`src/cpm_pkg.sv`:
```
// constants, types and helpers for the clock prescaler and power-mode block
// Summary of operation
// - prescaler taps give phi/2 to phi/8192
// - 13-bit up-counter, one step per clock
// - reset clears prescaler, counts after release
// - standby and subsleep halt and clear prescaler
// - prescaler count hidden from software
// - shared taps, each peripheral picks own ratio
// - prescaler clock is divided oscillator clock
// - system clock: osc, /8, /16, /32, /64
// - sleep stops processor, peripherals keep running
// - standby/subsleep halt all; subsleep holds ports
// - unused modules stop one at a time
// - sleep instruction: select bit picks sleep/standby
// - three-bit field sets wake stabilisation wait
// - control bits reset zero, low nibble reads zero
// - wait encodings 8192..131072, 1024, 128, 16 states
// - divide change applies after sleep instruction
package cpm_pkg;

  // register byte addresses
  localparam logic [11:0] CPM_ADDR_CTRL_ONE = 12'h000;
  localparam logic [11:0] CPM_ADDR_CTRL_TWO = 12'h004;
  localparam logic [11:0] CPM_ADDR_MSTOP = 12'h008;
  localparam logic [11:0] CPM_ADDR_STATUS = 12'h00c;

  // field positions
  localparam int CPM_STBY_BIT = 7;
  localparam int CPM_WAIT_LSB = 4;
  localparam int CPM_DIV_LSB = 2;
  localparam logic [2:0] CPM_CTRL_RESET = 3'h0;
  localparam logic [3:0] CPM_RSVD_ZERO = 4'h0;

  // divider ratios of the system clock enable
  localparam logic [6:0] CPM_RATIO_1 = 7'h01;
  localparam logic [6:0] CPM_RATIO_8 = 7'h08;
  localparam logic [6:0] CPM_RATIO_16 = 7'h10;
  localparam logic [6:0] CPM_RATIO_32 = 7'h20;
  localparam logic [6:0] CPM_RATIO_64 = 7'h40;

  // short wake waits; long ones are top-level parameters
  localparam logic [17:0] CPM_WAIT_1024 = 18'h00400;
  localparam logic [17:0] CPM_WAIT_128 = 18'h00080;
  localparam logic [17:0] CPM_WAIT_16 = 18'h00010;

  typedef enum logic [2:0] {
    CPM_ACTIVE,
    CPM_SLEEP,
    CPM_STANDBY,
    CPM_SUBSLEEP,
    CPM_WAKE_WAIT
  } cpm_mode_t;

  // apb request from the master
  typedef struct packed {
    logic psel;
    logic penable;
    logic pwrite;
    logic [11:0] paddr;
    logic [31:0] pwdata;
  } cpm_apb_req_t;

  // clock enables handed to the rest of the chip
  typedef struct packed {
    logic cpu_run;
    logic periph_run;
    logic io_hold;
  } cpm_run_t;

  // 0xx undivided, 100 /8, 101 /16, 110 /32, 111 /64
  function automatic logic [6:0] cpm_ratio(input logic [2:0] sel);
    logic [6:0] r;
    r = CPM_RATIO_1;
    if (sel == 3'h4) r = CPM_RATIO_8;
    else if (sel == 3'h5) r = CPM_RATIO_16;
    else if (sel == 3'h6) r = CPM_RATIO_32;
    else if (sel == 3'h7) r = CPM_RATIO_64;
    return r;
  endfunction

endpackage

```
`src/cpm_prescaler.sv`:
```
// free-running system prescaler with halt-and-clear
`timescale 1ns/1ps
module cpm_prescaler
  import cpm_pkg::*;
#(
  parameter int WIDTH = 13
) (
  input wire logic clk,
  input wire logic rstn,
  input wire logic tick,
  input wire logic halt,
  output logic [WIDTH-1:0] count
);

  initial begin
    if (WIDTH < 2) $error("prescaler needs at least two bits");
  end

  logic [WIDTH-1:0] count_q;
  logic [WIDTH-1:0] count_d;

  // halt wins over tick so a frozen prescaler always restarts at zero
  assign count_d = halt ? '0 : (tick ? count_q + 1'b1 : count_q);

  // no software path reaches this counter
  always_ff @(posedge clk or negedge rstn) begin
    if (!rstn) count_q <= '0;
    else count_q <= count_d;
  end

  assign count = count_q;
endmodule

```
`src/cpm_top.sv`:
```
// clock prescaler and power-mode controller with apb registers
//
// Our own choices: the placing of the registers and the APB interface to the registers.
`timescale 1ns/1ps
module cpm_top
  import cpm_pkg::*;
#(
  parameter int PRESC_W = 13,
  parameter int N_MOD = 8,
  parameter logic [17:0] WAIT_8192 = 18'h02000,
  parameter logic [17:0] WAIT_16384 = 18'h04000,
  parameter logic [17:0] WAIT_32768 = 18'h08000,
  parameter logic [17:0] WAIT_65536 = 18'h10000,
  parameter logic [17:0] WAIT_131072 = 18'h20000
) (
  input wire logic clk,
  input wire logic rstn,
  input wire cpm_apb_req_t apb_req,
  output logic pready,
  output logic [31:0] prdata,
  output logic pslverr,
  input wire logic sleep_exec,
  input wire logic subsleep_sel,
  input wire logic wake_irq,
  output logic sys_tick,
  output logic [PRESC_W-1:0] presc_taps,
  output cpm_run_t run,
  output logic [N_MOD-1:0] module_run
);

  initial begin
    if (PRESC_W != 13) $error("prescaler taps fixed at thirteen bits");
    if (N_MOD < 1 || N_MOD > 32) $error("module count must be 1..32");
  end

  // ---------------- register state ----------------
  logic stby_sel_q;
  logic [2:0] wait_sel_q;
  logic [2:0] div_pend_q;
  logic [2:0] div_eff_q;
  logic [N_MOD-1:0] mstop_q;
  cpm_mode_t mode_q;
  cpm_mode_t mode_d;

  // apb decode
  wire acc = apb_req.psel && apb_req.penable;
  wire wr = acc && apb_req.pwrite;
  wire hit_one = (apb_req.paddr == CPM_ADDR_CTRL_ONE);
  wire hit_two = (apb_req.paddr == CPM_ADDR_CTRL_TWO);
  wire hit_mst = (apb_req.paddr == CPM_ADDR_MSTOP);
  wire hit_sts = (apb_req.paddr == CPM_ADDR_STATUS);
  wire hit_any = hit_one || hit_two || hit_mst || hit_sts;
  wire sleep_go = sleep_exec && (mode_q == CPM_ACTIVE);

  // zero-wait slave: every access completes in its first access cycle
  assign pready = 1'b1;
  assign pslverr = acc && !hit_any;

  // control register one
  always_ff @(posedge clk or negedge rstn) begin
    if (!rstn) begin
      stby_sel_q <= 1'b0;
      wait_sel_q <= CPM_CTRL_RESET;
    end else if (wr && hit_one) begin
      stby_sel_q <= apb_req.pwdata[CPM_STBY_BIT];
      wait_sel_q <= apb_req.pwdata[CPM_WAIT_LSB +: 3];
    end
  end

  // divide setting is staged; it reaches the divider only on sleep
  always_ff @(posedge clk or negedge rstn) begin
    if (!rstn) begin
      div_pend_q <= CPM_CTRL_RESET;
      div_eff_q <= CPM_CTRL_RESET;
    end else begin
      if (wr && hit_two) div_pend_q <= apb_req.pwdata[CPM_DIV_LSB +: 3];
      if (sleep_go) div_eff_q <= div_pend_q;
    end
  end

  // module stop bits, one per peripheral
  always_ff @(posedge clk or negedge rstn) begin
    if (!rstn) mstop_q <= '0;
    else if (wr && hit_mst) mstop_q <= apb_req.pwdata[N_MOD-1:0];
  end

  // read mux; prescaler count has no address at all
  logic [31:0] rd_val;
  wire [31:0] rd_one = {24'h000000, stby_sel_q, wait_sel_q, CPM_RSVD_ZERO};
  wire [31:0] rd_two = {27'h0000000, div_pend_q, 2'h0};
  wire [31:0] rd_mst = {{(32-N_MOD){1'b0}}, mstop_q};
  wire [31:0] rd_sts = {26'h0000000, div_eff_q, mode_q};
  always_comb begin
    if (hit_one) rd_val = rd_one;
    else if (hit_two) rd_val = rd_two;
    else if (hit_mst) rd_val = rd_mst;
    else if (hit_sts) rd_val = rd_sts;
    else rd_val = 32'h00000000;
  end

  // data output registered in the setup cycle, so it already stands
  // through the access cycle in which the master takes it
  always_ff @(posedge clk or negedge rstn) begin
    if (!rstn) prdata <= 32'h00000000;
    else if (apb_req.psel && !apb_req.penable && !apb_req.pwrite) begin
      prdata <= rd_val;
    end
  end

  // ---------------- system clock divider ----------------
  logic [6:0] div_cnt_q;
  logic [6:0] div_cnt_d;
  logic tick_d;
  wire [6:0] ratio = cpm_ratio(div_eff_q);
  wire osc_halt = (mode_q == CPM_STANDBY) || (mode_q == CPM_SUBSLEEP);

  // enable pulse once every ratio oscillator cycles; stopped when halted;
  // compare with >= so a smaller new ratio never waits for a counter wrap
  assign tick_d = !osc_halt && (div_cnt_q >= ratio - 7'h01);
  assign div_cnt_d = (osc_halt || tick_d) ? 7'h00 : div_cnt_q + 7'h01;

  always_ff @(posedge clk or negedge rstn) begin
    if (!rstn) begin
      div_cnt_q <= 7'h00;
      sys_tick <= 1'b0;
    end else begin
      div_cnt_q <= div_cnt_d;
      sys_tick <= tick_d;
    end
  end

  // ---------------- wake wait ----------------
  logic [17:0] wait_states;
  always_comb begin
    case (wait_sel_q)
      3'h0: wait_states = WAIT_8192;
      3'h1: wait_states = WAIT_16384;
      3'h2: wait_states = WAIT_32768;
      3'h3: wait_states = WAIT_65536;
      3'h4: wait_states = WAIT_131072;
      3'h5: wait_states = CPM_WAIT_1024;
      3'h6: wait_states = CPM_WAIT_128;
      default: wait_states = CPM_WAIT_16;
    endcase
  end

  wire wake_start = wake_irq && osc_halt;
  logic wake_done;

  // counting uses system clock states, so the divided clock paces it;
  // software must size the field for at least 6.5 ms
  cpm_wake_timer #(
    .WIDTH(18)
  ) u_wake (
    .clk(clk),
    .rstn(rstn),
    .start(wake_start),
    .tick(sys_tick),
    .states(wait_states),
    .busy(),
    .done(wake_done)
  );

  // ---------------- mode machine ----------------
  always_comb begin
    mode_d = mode_q;
    case (mode_q)
      CPM_ACTIVE: begin
        if (sleep_exec) begin
          if (subsleep_sel) mode_d = CPM_SUBSLEEP;
          else if (stby_sel_q) mode_d = CPM_STANDBY;
          else mode_d = CPM_SLEEP;
        end
      end
      CPM_SLEEP: begin
        if (wake_irq) mode_d = CPM_ACTIVE;
      end
      CPM_STANDBY, CPM_SUBSLEEP: begin
        if (wake_irq) mode_d = CPM_WAKE_WAIT;
      end
      CPM_WAKE_WAIT: begin
        if (wake_done) mode_d = CPM_ACTIVE;
      end
      default: mode_d = CPM_ACTIVE;
    endcase
  end

  always_ff @(posedge clk or negedge rstn) begin
    if (!rstn) mode_q <= CPM_ACTIVE;
    else mode_q <= mode_d;
  end

  // ---------------- prescaler ----------------
  // also held clear through the wake wait so peripherals restart clean
  wire presc_halt = osc_halt || (mode_q == CPM_WAKE_WAIT);

  cpm_prescaler #(
    .WIDTH(PRESC_W)
  ) u_presc (
    .clk(clk),
    .rstn(rstn),
    .tick(sys_tick),
    .halt(presc_halt),
    .count(presc_taps)
  );

  // ---------------- run enables ----------------
  wire cpu_d = (mode_d == CPM_ACTIVE);
  wire per_d = (mode_d == CPM_ACTIVE) || (mode_d == CPM_SLEEP);
  wire hold_d = (mode_d == CPM_SUBSLEEP);

  // registered from the next mode so enables change with the state
  always_ff @(posedge clk or negedge rstn) begin
    if (!rstn) begin
      run <= '{cpu_run: 1'b1, periph_run: 1'b1, io_hold: 1'b0};
      module_run <= '1;
    end else begin
      run <= '{cpu_run: cpu_d, periph_run: per_d, io_hold: hold_d};
      module_run <= {N_MOD{per_d}} & ~mstop_q;
    end
  end

endmodule

```
`src/cpm_wake_timer.sv`:
```
// oscillator stabilisation wait counter
`timescale 1ns/1ps
module cpm_wake_timer
  import cpm_pkg::*;
#(
  parameter int WIDTH = 18
) (
  input wire logic clk,
  input wire logic rstn,
  input wire logic start,
  input wire logic tick,
  input wire logic [WIDTH-1:0] states,
  output logic busy,
  output logic done
);

  initial begin
    if (WIDTH < 5) $error("wake timer too narrow");
  end

  logic [WIDTH-1:0] cnt_q;
  logic busy_q;
  logic last;

  assign last = busy_q && tick && (cnt_q == '0);

  // load n-1 so exactly n system clock states pass
  always_ff @(posedge clk or negedge rstn) begin
    if (!rstn) begin
      cnt_q <= '0;
      busy_q <= 1'b0;
    end else if (start) begin
      cnt_q <= states - 1'b1;
      busy_q <= 1'b1;
    end else if (last) begin
      busy_q <= 1'b0;
    end else if (busy_q && tick) begin
      cnt_q <= cnt_q - 1'b1;
    end
  end

  assign busy = busy_q;
  assign done = last;
endmodule
```
`config.mk`:
```
export PLATFORM = sky130hd
export DESIGN_NAME = cpm_top
export DESIGN_NICKNAME = d
export VERILOG_FILES = /design/src/cpm_pkg.sv /design/src/cpm_prescaler.sv /design/src/cpm_top.sv /design/src/cpm_wake_timer.sv
export SDC_FILE = /design/constraint.sdc
export NUM_CORES = 1
export LEC_CHECK = 0
export BUFFER_PORTS_ARGS = -buffer_cell sky130_fd_sc_hd__buf_2
export CORE_ASPECT_RATIO = 2
export CORE_MARGIN = 2
export CORE_UTILIZATION = 30
export CTS_BUF_LIST = sky130_fd_sc_hd__clkbuf_8
export DETAILED_ROUTE_END_ITERATION = 10
export SYNTH_ARGS = -nofsm -noshare
export SYNTH_HDL_FRONTEND = slang
export SYNTH_SLANG_ARGS = --single-unit
```
`constraint.sdc`:
```
create_clock -name clk -period 3.6 [get_ports clk]
set_clock_uncertainty 0.05 [all_clocks]
set_input_delay 0.18 -clock clk [delete_from_list [all_inputs] [get_ports clk]]
set_output_delay 0.18 -clock clk [all_outputs]
set_load 0.02 [all_outputs]
```
==> key figures, run 1 <==
Floorplanning
  • Die X-Extent: 88.4 microns
  • FP Rows: 61
  • Height of the die: 173 microns
  • Initial Util: 30.8%
  • Top Ports: 111
  • Die area: 15300 sq um
  • Core ar.: 13900 sq um

Run status
  • Outcome: finished clean

Drt
  • Pre-Repair DR Iteration Count: 4
  • Routed len/inst: between 10 and 15 microns
  • DRT antenna net count: 0
  • DR DRC count: 0
  • DRT iter0 DRCs: 154
  • Via count: around 3200
  • Final WL: between 9000 and 10000 microns
  • Vias per inst: 4.80

Timing
  • Final min period: 2.49 ns
  • RSZ-0062 raised after global routing: no
  • Final slew viol count: 0
  • Tightest Pin Transition: 1.04 ns
  • Final WS setup: 1.11 ns
  • Max-slew headroom: between 30% and 40%
  • Hold violation count in the final report: 0
  • Final setup viols: 0
  • Crit share post-route: 69.2%
  • Setup TNS: 0 ns
  • Fmax: 0.402 GHz

Layout
  • Cell area after layout: 4900 sq um
  • Final non-filler cell total: 674
  • Fin nets: 542
  • Leading cell type in the layout, fill and taps excluded: dfrtp_1
  • Final Core Density: 35.3%
  • Layout cells sized above 1: 26.6%
  • Layout area overhead: 14.6%
  • Most frequent cells in the layout: 70 x dfrtp_1, 60 x buf_2, 46 x nor2_1
  • Antenna Cells: 0

Worst setup path
  • Slowest cell delay on critical path: roughly 0.55 ns
  • Slowest-stage cell, CP: nor4_1
  • Worst path required time: 3.83 ns
  • Crit path max fanout: 10
  • Cell Chain, Critical Path: nor4_1, and4_4, a41oi_1, o22a_1, or2_1, nor2_2
  • Crit path capture type: register
  • Startpoint class of the critical path: register
  • WS Path Type: reg -> reg
  • Arr. time, crit path: 2.72 ns
  • Delay-heaviest family, CP: simple AND/OR/NAND/NOR gates
  • Buffers & Inverters on Critical Path: 0

Logic synthesis
  • Largest area contributor in the netlist: dfrtp_1
  • Synth unique cells: between 60 and 70
  • Synth top area share: a little over 40%
  • Main area contributors after synthesis: dfrtp_1 41%, dfstp_2 6.1%, buf_4 4.6%
  • Syn Inst Count: between 400 and 500
  • Number of flops mapped to enable cells by yosys: 0
  • Flops & latches, synth: 80
  • Top_reg_cell synth: dfrtp_1
  • Syn Area/Cell: about 10 sq um
  • Seq/Total Area, Yosys: between 40% and 50%
  • Syn. warnings: 0
  • Mapped Area: between 4000 and 5000 sq um
  • Async set-reset flop share out of synthesis: 100%

GRT
  • First-pass GRT wire length: 16300 microns
  • Total GRT Usage: 13.6%
  • Grt total ovfl: 0
  • Vias in the first global route: 3346
  • Largest net degree at the start of global routing: 81
  • Initial antenna violation count: 0

Clock tree
  • Sinks on Clock Net: 80
  • Hold_buf cts: 3
  • CTS resizes: 0
  • Num CTS Buffers: 9
  • Htree depth: 3
  • Worst-skew pair later-pin latency: around 0.37 ns
  • Post-CTS setup buffer count: 0
  • Reg clk slew, reported paths: ~0.090 ns
  • Root Buffer Master: clkbuf_8
  • CTS tree: done
  • Clock tree buffer depth: 2

Place
  • Pre-CTS WS: 1.19 ns
  • Placed Area: 4650 sq um
  • Port Buffers: 61
  • Dpl cells: ~660
  • GPL Wtd Cong: around 0.88
  • Detailed placement HPWL: 7270 microns

Power
  • Worst vdd ir: 0.000364 V
  • Leak pwr: 2.30 nW
  • Power density over cell area: 619 nW/um^2

Run
  • Max_cap viols: 0

Hold path
  • Worst min-delay path class: in -> reg
## cells in the mapped netlist (3+ instances only)
cell type and instances:
dfstp_2 10, nor2_1 46, a21oi_1 14, ha_1 10, mux2_4 8, nor4_1 6, o21ai_0 14, a31oi_1 3
mux2_2 11, xor2_1 13, dfrtp_1 70, nand4_1 7, inv_1 9, xnor2_1 17, o31ai_1 6, nand3b_1 3
nand2_1 40, or3_1 3, nor4_2 3, buf_2 3, nand3_1 12, a311oi_1 3, nor2_2 9, nor3_1 6
mux2i_1 7, a21o_1 4, and3_1 6, clkbuf_1 10, buf_4 26, nand2b_1 3
## state kept, by name (all words and copies together) (netlist names)
| name | cells |
|---|---|
| div_cnt_q | 7 |
| div_eff_q | 3 |
| div_pend_q | 3 |
| mode_q | 3 |
| module_run | 8 |
| mstop_q | 8 |
| prdata | 8 |
| run | 3 |
| stby_sel_q | 1 |
| sys_tick | 1 |
| u_presc.count | 13 |
| u_wake.busy | 1 |
| u_wake.cnt_q | 18 |
| wait_sel_q | 3 |
## stage by stage
| step | power (mW) | hold slack (ns) |
|---|---|---|
| final | 3.04 | 0.0138 |
| after global routing | 3.24 | 0.00760 |
| after CTS | 3.06 | 0.000206 |
| after detailed placement | 2.30 | 0.375 |
| after global placement | 2.27 | 0.370 |
| after floorplan | 2.03 | -0.166 |
## power breakdown
part | switching, mW | internal (mW)
Clock | 0.358 | 0.392
Sequential | 0.191 | 1.12
Combinational | 0.624 | 0.349
## per-layer routing
layer	wire length, microns	up-vias	global-route usage [%]	part of all wire (%)
li1	-	1537	-	-
met2	5150	108	23.2	53
met4	392	0	7.39	4.0
met1	3780	1569	15.6	39
met5	0	-	0	0
met3	422	24	2.29	4.3
## logic make-up (layout without fill, tap and decap cells)
| logic type | Yosys count | after routing | synth area share, % |
|---|---|---|---|
| buffers and inverters | 52 | 91 | 7.11 |
| flip-flops | 80 | 80 | 47.1 |
| other | 2 | 26 | 0.176 |
| multiplexers | 27 | 27 | 7.87 |
| AND/OR/NAND/NOR | 159 | 159 | 19.2 |
| adder cells (fa/ha/maj) | 10 | 10 | 2.92 |
| XOR/XNOR | 30 | 30 | 6.14 |
| AO/OA/AOI/OAI | 62 | 62 | 9.45 |
## worst reg2reg max path: stages, from the launching register on
cell     delay, ns
dfrtp_1       0.43
nor4_1        0.55
and4_4        0.34
a41oi_1       0.12
o22a_1        0.23
or2_1         0.45
nor2_2        0.23
## path summary, 6_finish.rpt
path                            cells past startpoint  slack, ns             start          endpoint
worst min-delay path                                2       0.01        apb_req[6]        mstop_q[6]
worst max register to register                      6       1.11  u_wake.cnt_q[12]     module_run[5]
max in group asynchronous                           2       2.33              rstn  u_wake.cnt_q[15]
min in group asynchronous                           2       0.44              rstn  u_presc.count[7]
worst min register to register                      1       0.39        mstop_q[7]     module_run[7]
worst max-delay path                                6       1.11  u_wake.cnt_q[12]     module_run[5]
## cell type report
class | instances | area [sq um]
Fill cell | 1457 | 8990
Multi-Input combinational cell | 314 | 2050
Sequential cell | 80 | 2010
Timing Repair Buffer | 65 | 345
Tap cell | 189 | 236
Clock buffer | 9 | 124
Clock inverter | 7 | 95.1
Inverter | 10 | 37.5
No activity file was read; power rests on OpenSTA's default activity.
==> run 2, diff against run 1 <==
clock period = 2.4 ns   (was 3.6 ns; I/O delays follow)
==> key figures, run 2 (synthesized netlist as in run 1, its figures left out) <==
Run status
  • Outcome: finished clean

Floorplanning
  • Initial Util: 30.8% (unchanged)
  • Die area: 15300 sq um (unchanged)
  • Top Ports: 111 (unchanged)
  • FP Rows: 61 (unchanged)
  • Die X-Extent: 88.4 microns (unchanged)
  • Height of the die: 173 microns (unchanged)
  • Core ar.: 13900 sq um (unchanged)

Clock tree
  • CTS tree: done
  • Htree depth: 3 (unchanged)
  • Reg clk slew, reported paths: 0.08 ns (about the same)
  • Clock tree buffer depth: 2 (unchanged)
  • Sinks on Clock Net: 80 (unchanged)
  • Worst-skew pair later-pin latency: 0.36 ns (about the same)
  • Num CTS Buffers: 9 (unchanged)
  • Root Buffer Master: clkbuf_8

GRT
  • First-pass GRT wire length: 16800 microns (+2.6%)
  • Largest net degree at the start of global routing: 81 (unchanged)
  • Vias in the first global route: 3431 (+2.5%)
  • Met3 Use GR: 2.77% (+0.48 points)
  • Grt met1 use: 15.2% (-0.48 points)
  • Gr busiest metal: met2
  • Grt total ovfl: 0 (unchanged)
  • Total GRT Usage: 13.9% (+0.34 points)
  • Initial antenna violation count: 0 (unchanged)
  • Met2 Track Usage GR: 24.9% (+1.6 points)

Layout
  • Cell area after layout: 5060 sq um (+3.2%)
  • Leading cell type in the layout, fill and taps excluded: dfrtp_1
  • Layout cells sized above 1: 28.2% (+1.6 points)
  • Max reg flops: 18 (unchanged)
  • Fin nets: 561 (+3.5%)
  • Antenna Cells: 0 (unchanged)
  • Fillers: 1458 (+0.069%)
  • Reg with most FFs: u_wake.cnt_q
  • Layout area overhead: 18.3%
  • Most frequent cells in the layout: 70 x dfrtp_1, 60 x buf_2, 46 x nor2_1

Timing
  • RSZ-0062 raised after global routing: no
  • Final min period: 2.31 ns (-0.176 ns)
  • Final WS setup: 0.0855 ns (-1.02 ns)
  • Fmax: 0.432 GHz (+7.6%)
  • Hold violation count in the final report: 0 (unchanged)
  • Hold slack: 0.0119 ns (-0.00187 ns)
  • Final slew viol count: 0 (unchanged)
  • Crit share post-route: 96.4% (+27 points)
  • Setup TNS: 0 ns (unchanged)
  • Final setup viols: 0 (unchanged)

Run
  • Max_cap viols: 0 (unchanged)

Drt
  • Via count: 3316 (+2.4%)
  • DR DRC count: 0 (unchanged)
  • Pre-Repair DR Iteration Count: 5 (+1)
  • Final WL: 9940 microns (+2.0%)
  • Routed len/inst: 14.3 microns (-0.81%)
  • DRT antenna net count: 0 (unchanged)
  • Vias per inst: 4.78 (-0.40%)
  • DRT iter0 DRCs: 145 (-5.8%)

Worst setup path
  • Startpoint class of the critical path: register
  • Worst path required time: 2.64 ns (-1.19 ns)
  • WS Path Type: reg -> reg
  • Crit path max fanout: 8 (-2)
  • Worst Setup SP: u_wake.cnt_q[12]
  • Cell count along the critical path: 7 (+1)
  • FF-to-FF setup slack: 0.09 ns (-1.02 ns)
  • Slowest cell delay on critical path: 0.46 ns (-0.09 ns)
  • Slowest-stage cell, CP: nor4_2
  • Crit path capture type: register
  • Arr. time, crit path: 2.55 ns (-0.17 ns)
  • Reg2reg end: module_run[1]
  • Buffers & Inverters on Critical Path: 1 (+1)
  • Delay-heaviest family, CP: simple AND/OR/NAND/NOR gates
  • Worst reg2reg startpoint: u_wake.cnt_q[12]
  • Cell Chain, Critical Path: nor4_2, and4_4, a41oi_1, o22a_1, or2_1, buf_12, nor2_2
  • Reg2Reg Depth: 7 (+1)
  • Worst setup path end: module_run[1]

Power
  • Worst vdd ir: 0.000600 V (+65%)
  • Leak pwr: 2.38 nW (+3.4%)
  • Power density over cell area: 898 nW/um^2 (+45%)

Place
  • Pre-CTS WS: -0.0372 ns (-1.23 ns)
  • Port Buffers: 61 (unchanged)
  • GPL Wtd Cong: 0.814 (-7.5%)
  • Placed Area: 4780 sq um (+2.6%)
  • Detailed placement HPWL: 7500 microns (+3.2%)

Hold path
  • Worst min-delay path class: in -> reg
-- run 2: cell types whose count changed in the layout (fill, tap and decap cells not counted), moves of 2 or more --
| cell | change |
|---|---|
| clkinvlp_4 | +3 |
| dlygate4sd3_1 | +6 |
| buf_12 | +2 |
| buf_4 | +11 |
| clkinv_4 | -2 |
-- run 2: worst min-delay path, stage by stage --
cell and delay, ns:
buf_2 0.07, nor2_1 0.05, nand4_1 0.07, o21ai_0 0.07
-- run 2: final cells by class --
type                       count  area [sq um]  share of cell area [%]
timing repair buffer          84           528                    10.4
tap                          189           236                    4.67
inverter                      10          37.5                   0.742
multi-input combinational    314          2060                    40.6
clock inverter                 7          65.1                    1.29
clock buffer                   9           124                    2.45
sequential                    80          2010                    39.8
-- run 2: report_power, final --
part,leakage (nW),total [mW],switching (mW),internal (mW)
combinational,1.25,1.61,0.983,0.631
clock,0.0938,0.974,0.503,0.471
sequential,1.04,1.96,0.271,1.68
-- run 2: repair_timing --
action                                  CTS  global route
gates resized for setup                   1             0
hold buffers                              9             0
endpoints found under the hold margin    85             0
endpoints found under the setup margin    7             0
setup buffers                             0             0
-- run 2: how the worst min path moves through the flow --
| stage | from | to | slack [ns] | cells past startpoint |
|---|---|---|---|---|
| 2_1_floorplan | rstn | div_cnt_q[0] | -0.23 | 0 |
| 3_3_place_gp | rstn | u_presc.count[7] | 0.14 | 2 |
| 3_5_place_dp | rstn | u_presc.count[7] | 0.14 | 2 |
| 4_1_cts | wake_irq | mode_q[1] | 0.001 | 2 |
| 5_1_grt | apb_req[32] | prdata[4] | 0.04 | 4 |
| 6_report | apb_req[32] | prdata[4] | 0.01 | 4 |
-- run 2: stage by stage --
stage | instances | power [mW] | utilization [%]
after detailed placement | 668 | 3.59 | 34.4
after CTS | 693 | 4.60 | 36.4
after global placement | 668 | 3.55 | 34.4
after floorplan | 446 | 3.05 | -
after global routing | 693 | 4.85 | 36.4
final | 693 | 4.54 | 36.4
-- run 2: metal layers --
metal | share of wire [%] | up-vias
met5 | 0 | -
met4 | 3.4 | 0
met3 | 4.6 | 22
met2 | 55 | 114
met1 | 37 | 1615
li1 | - | 1565
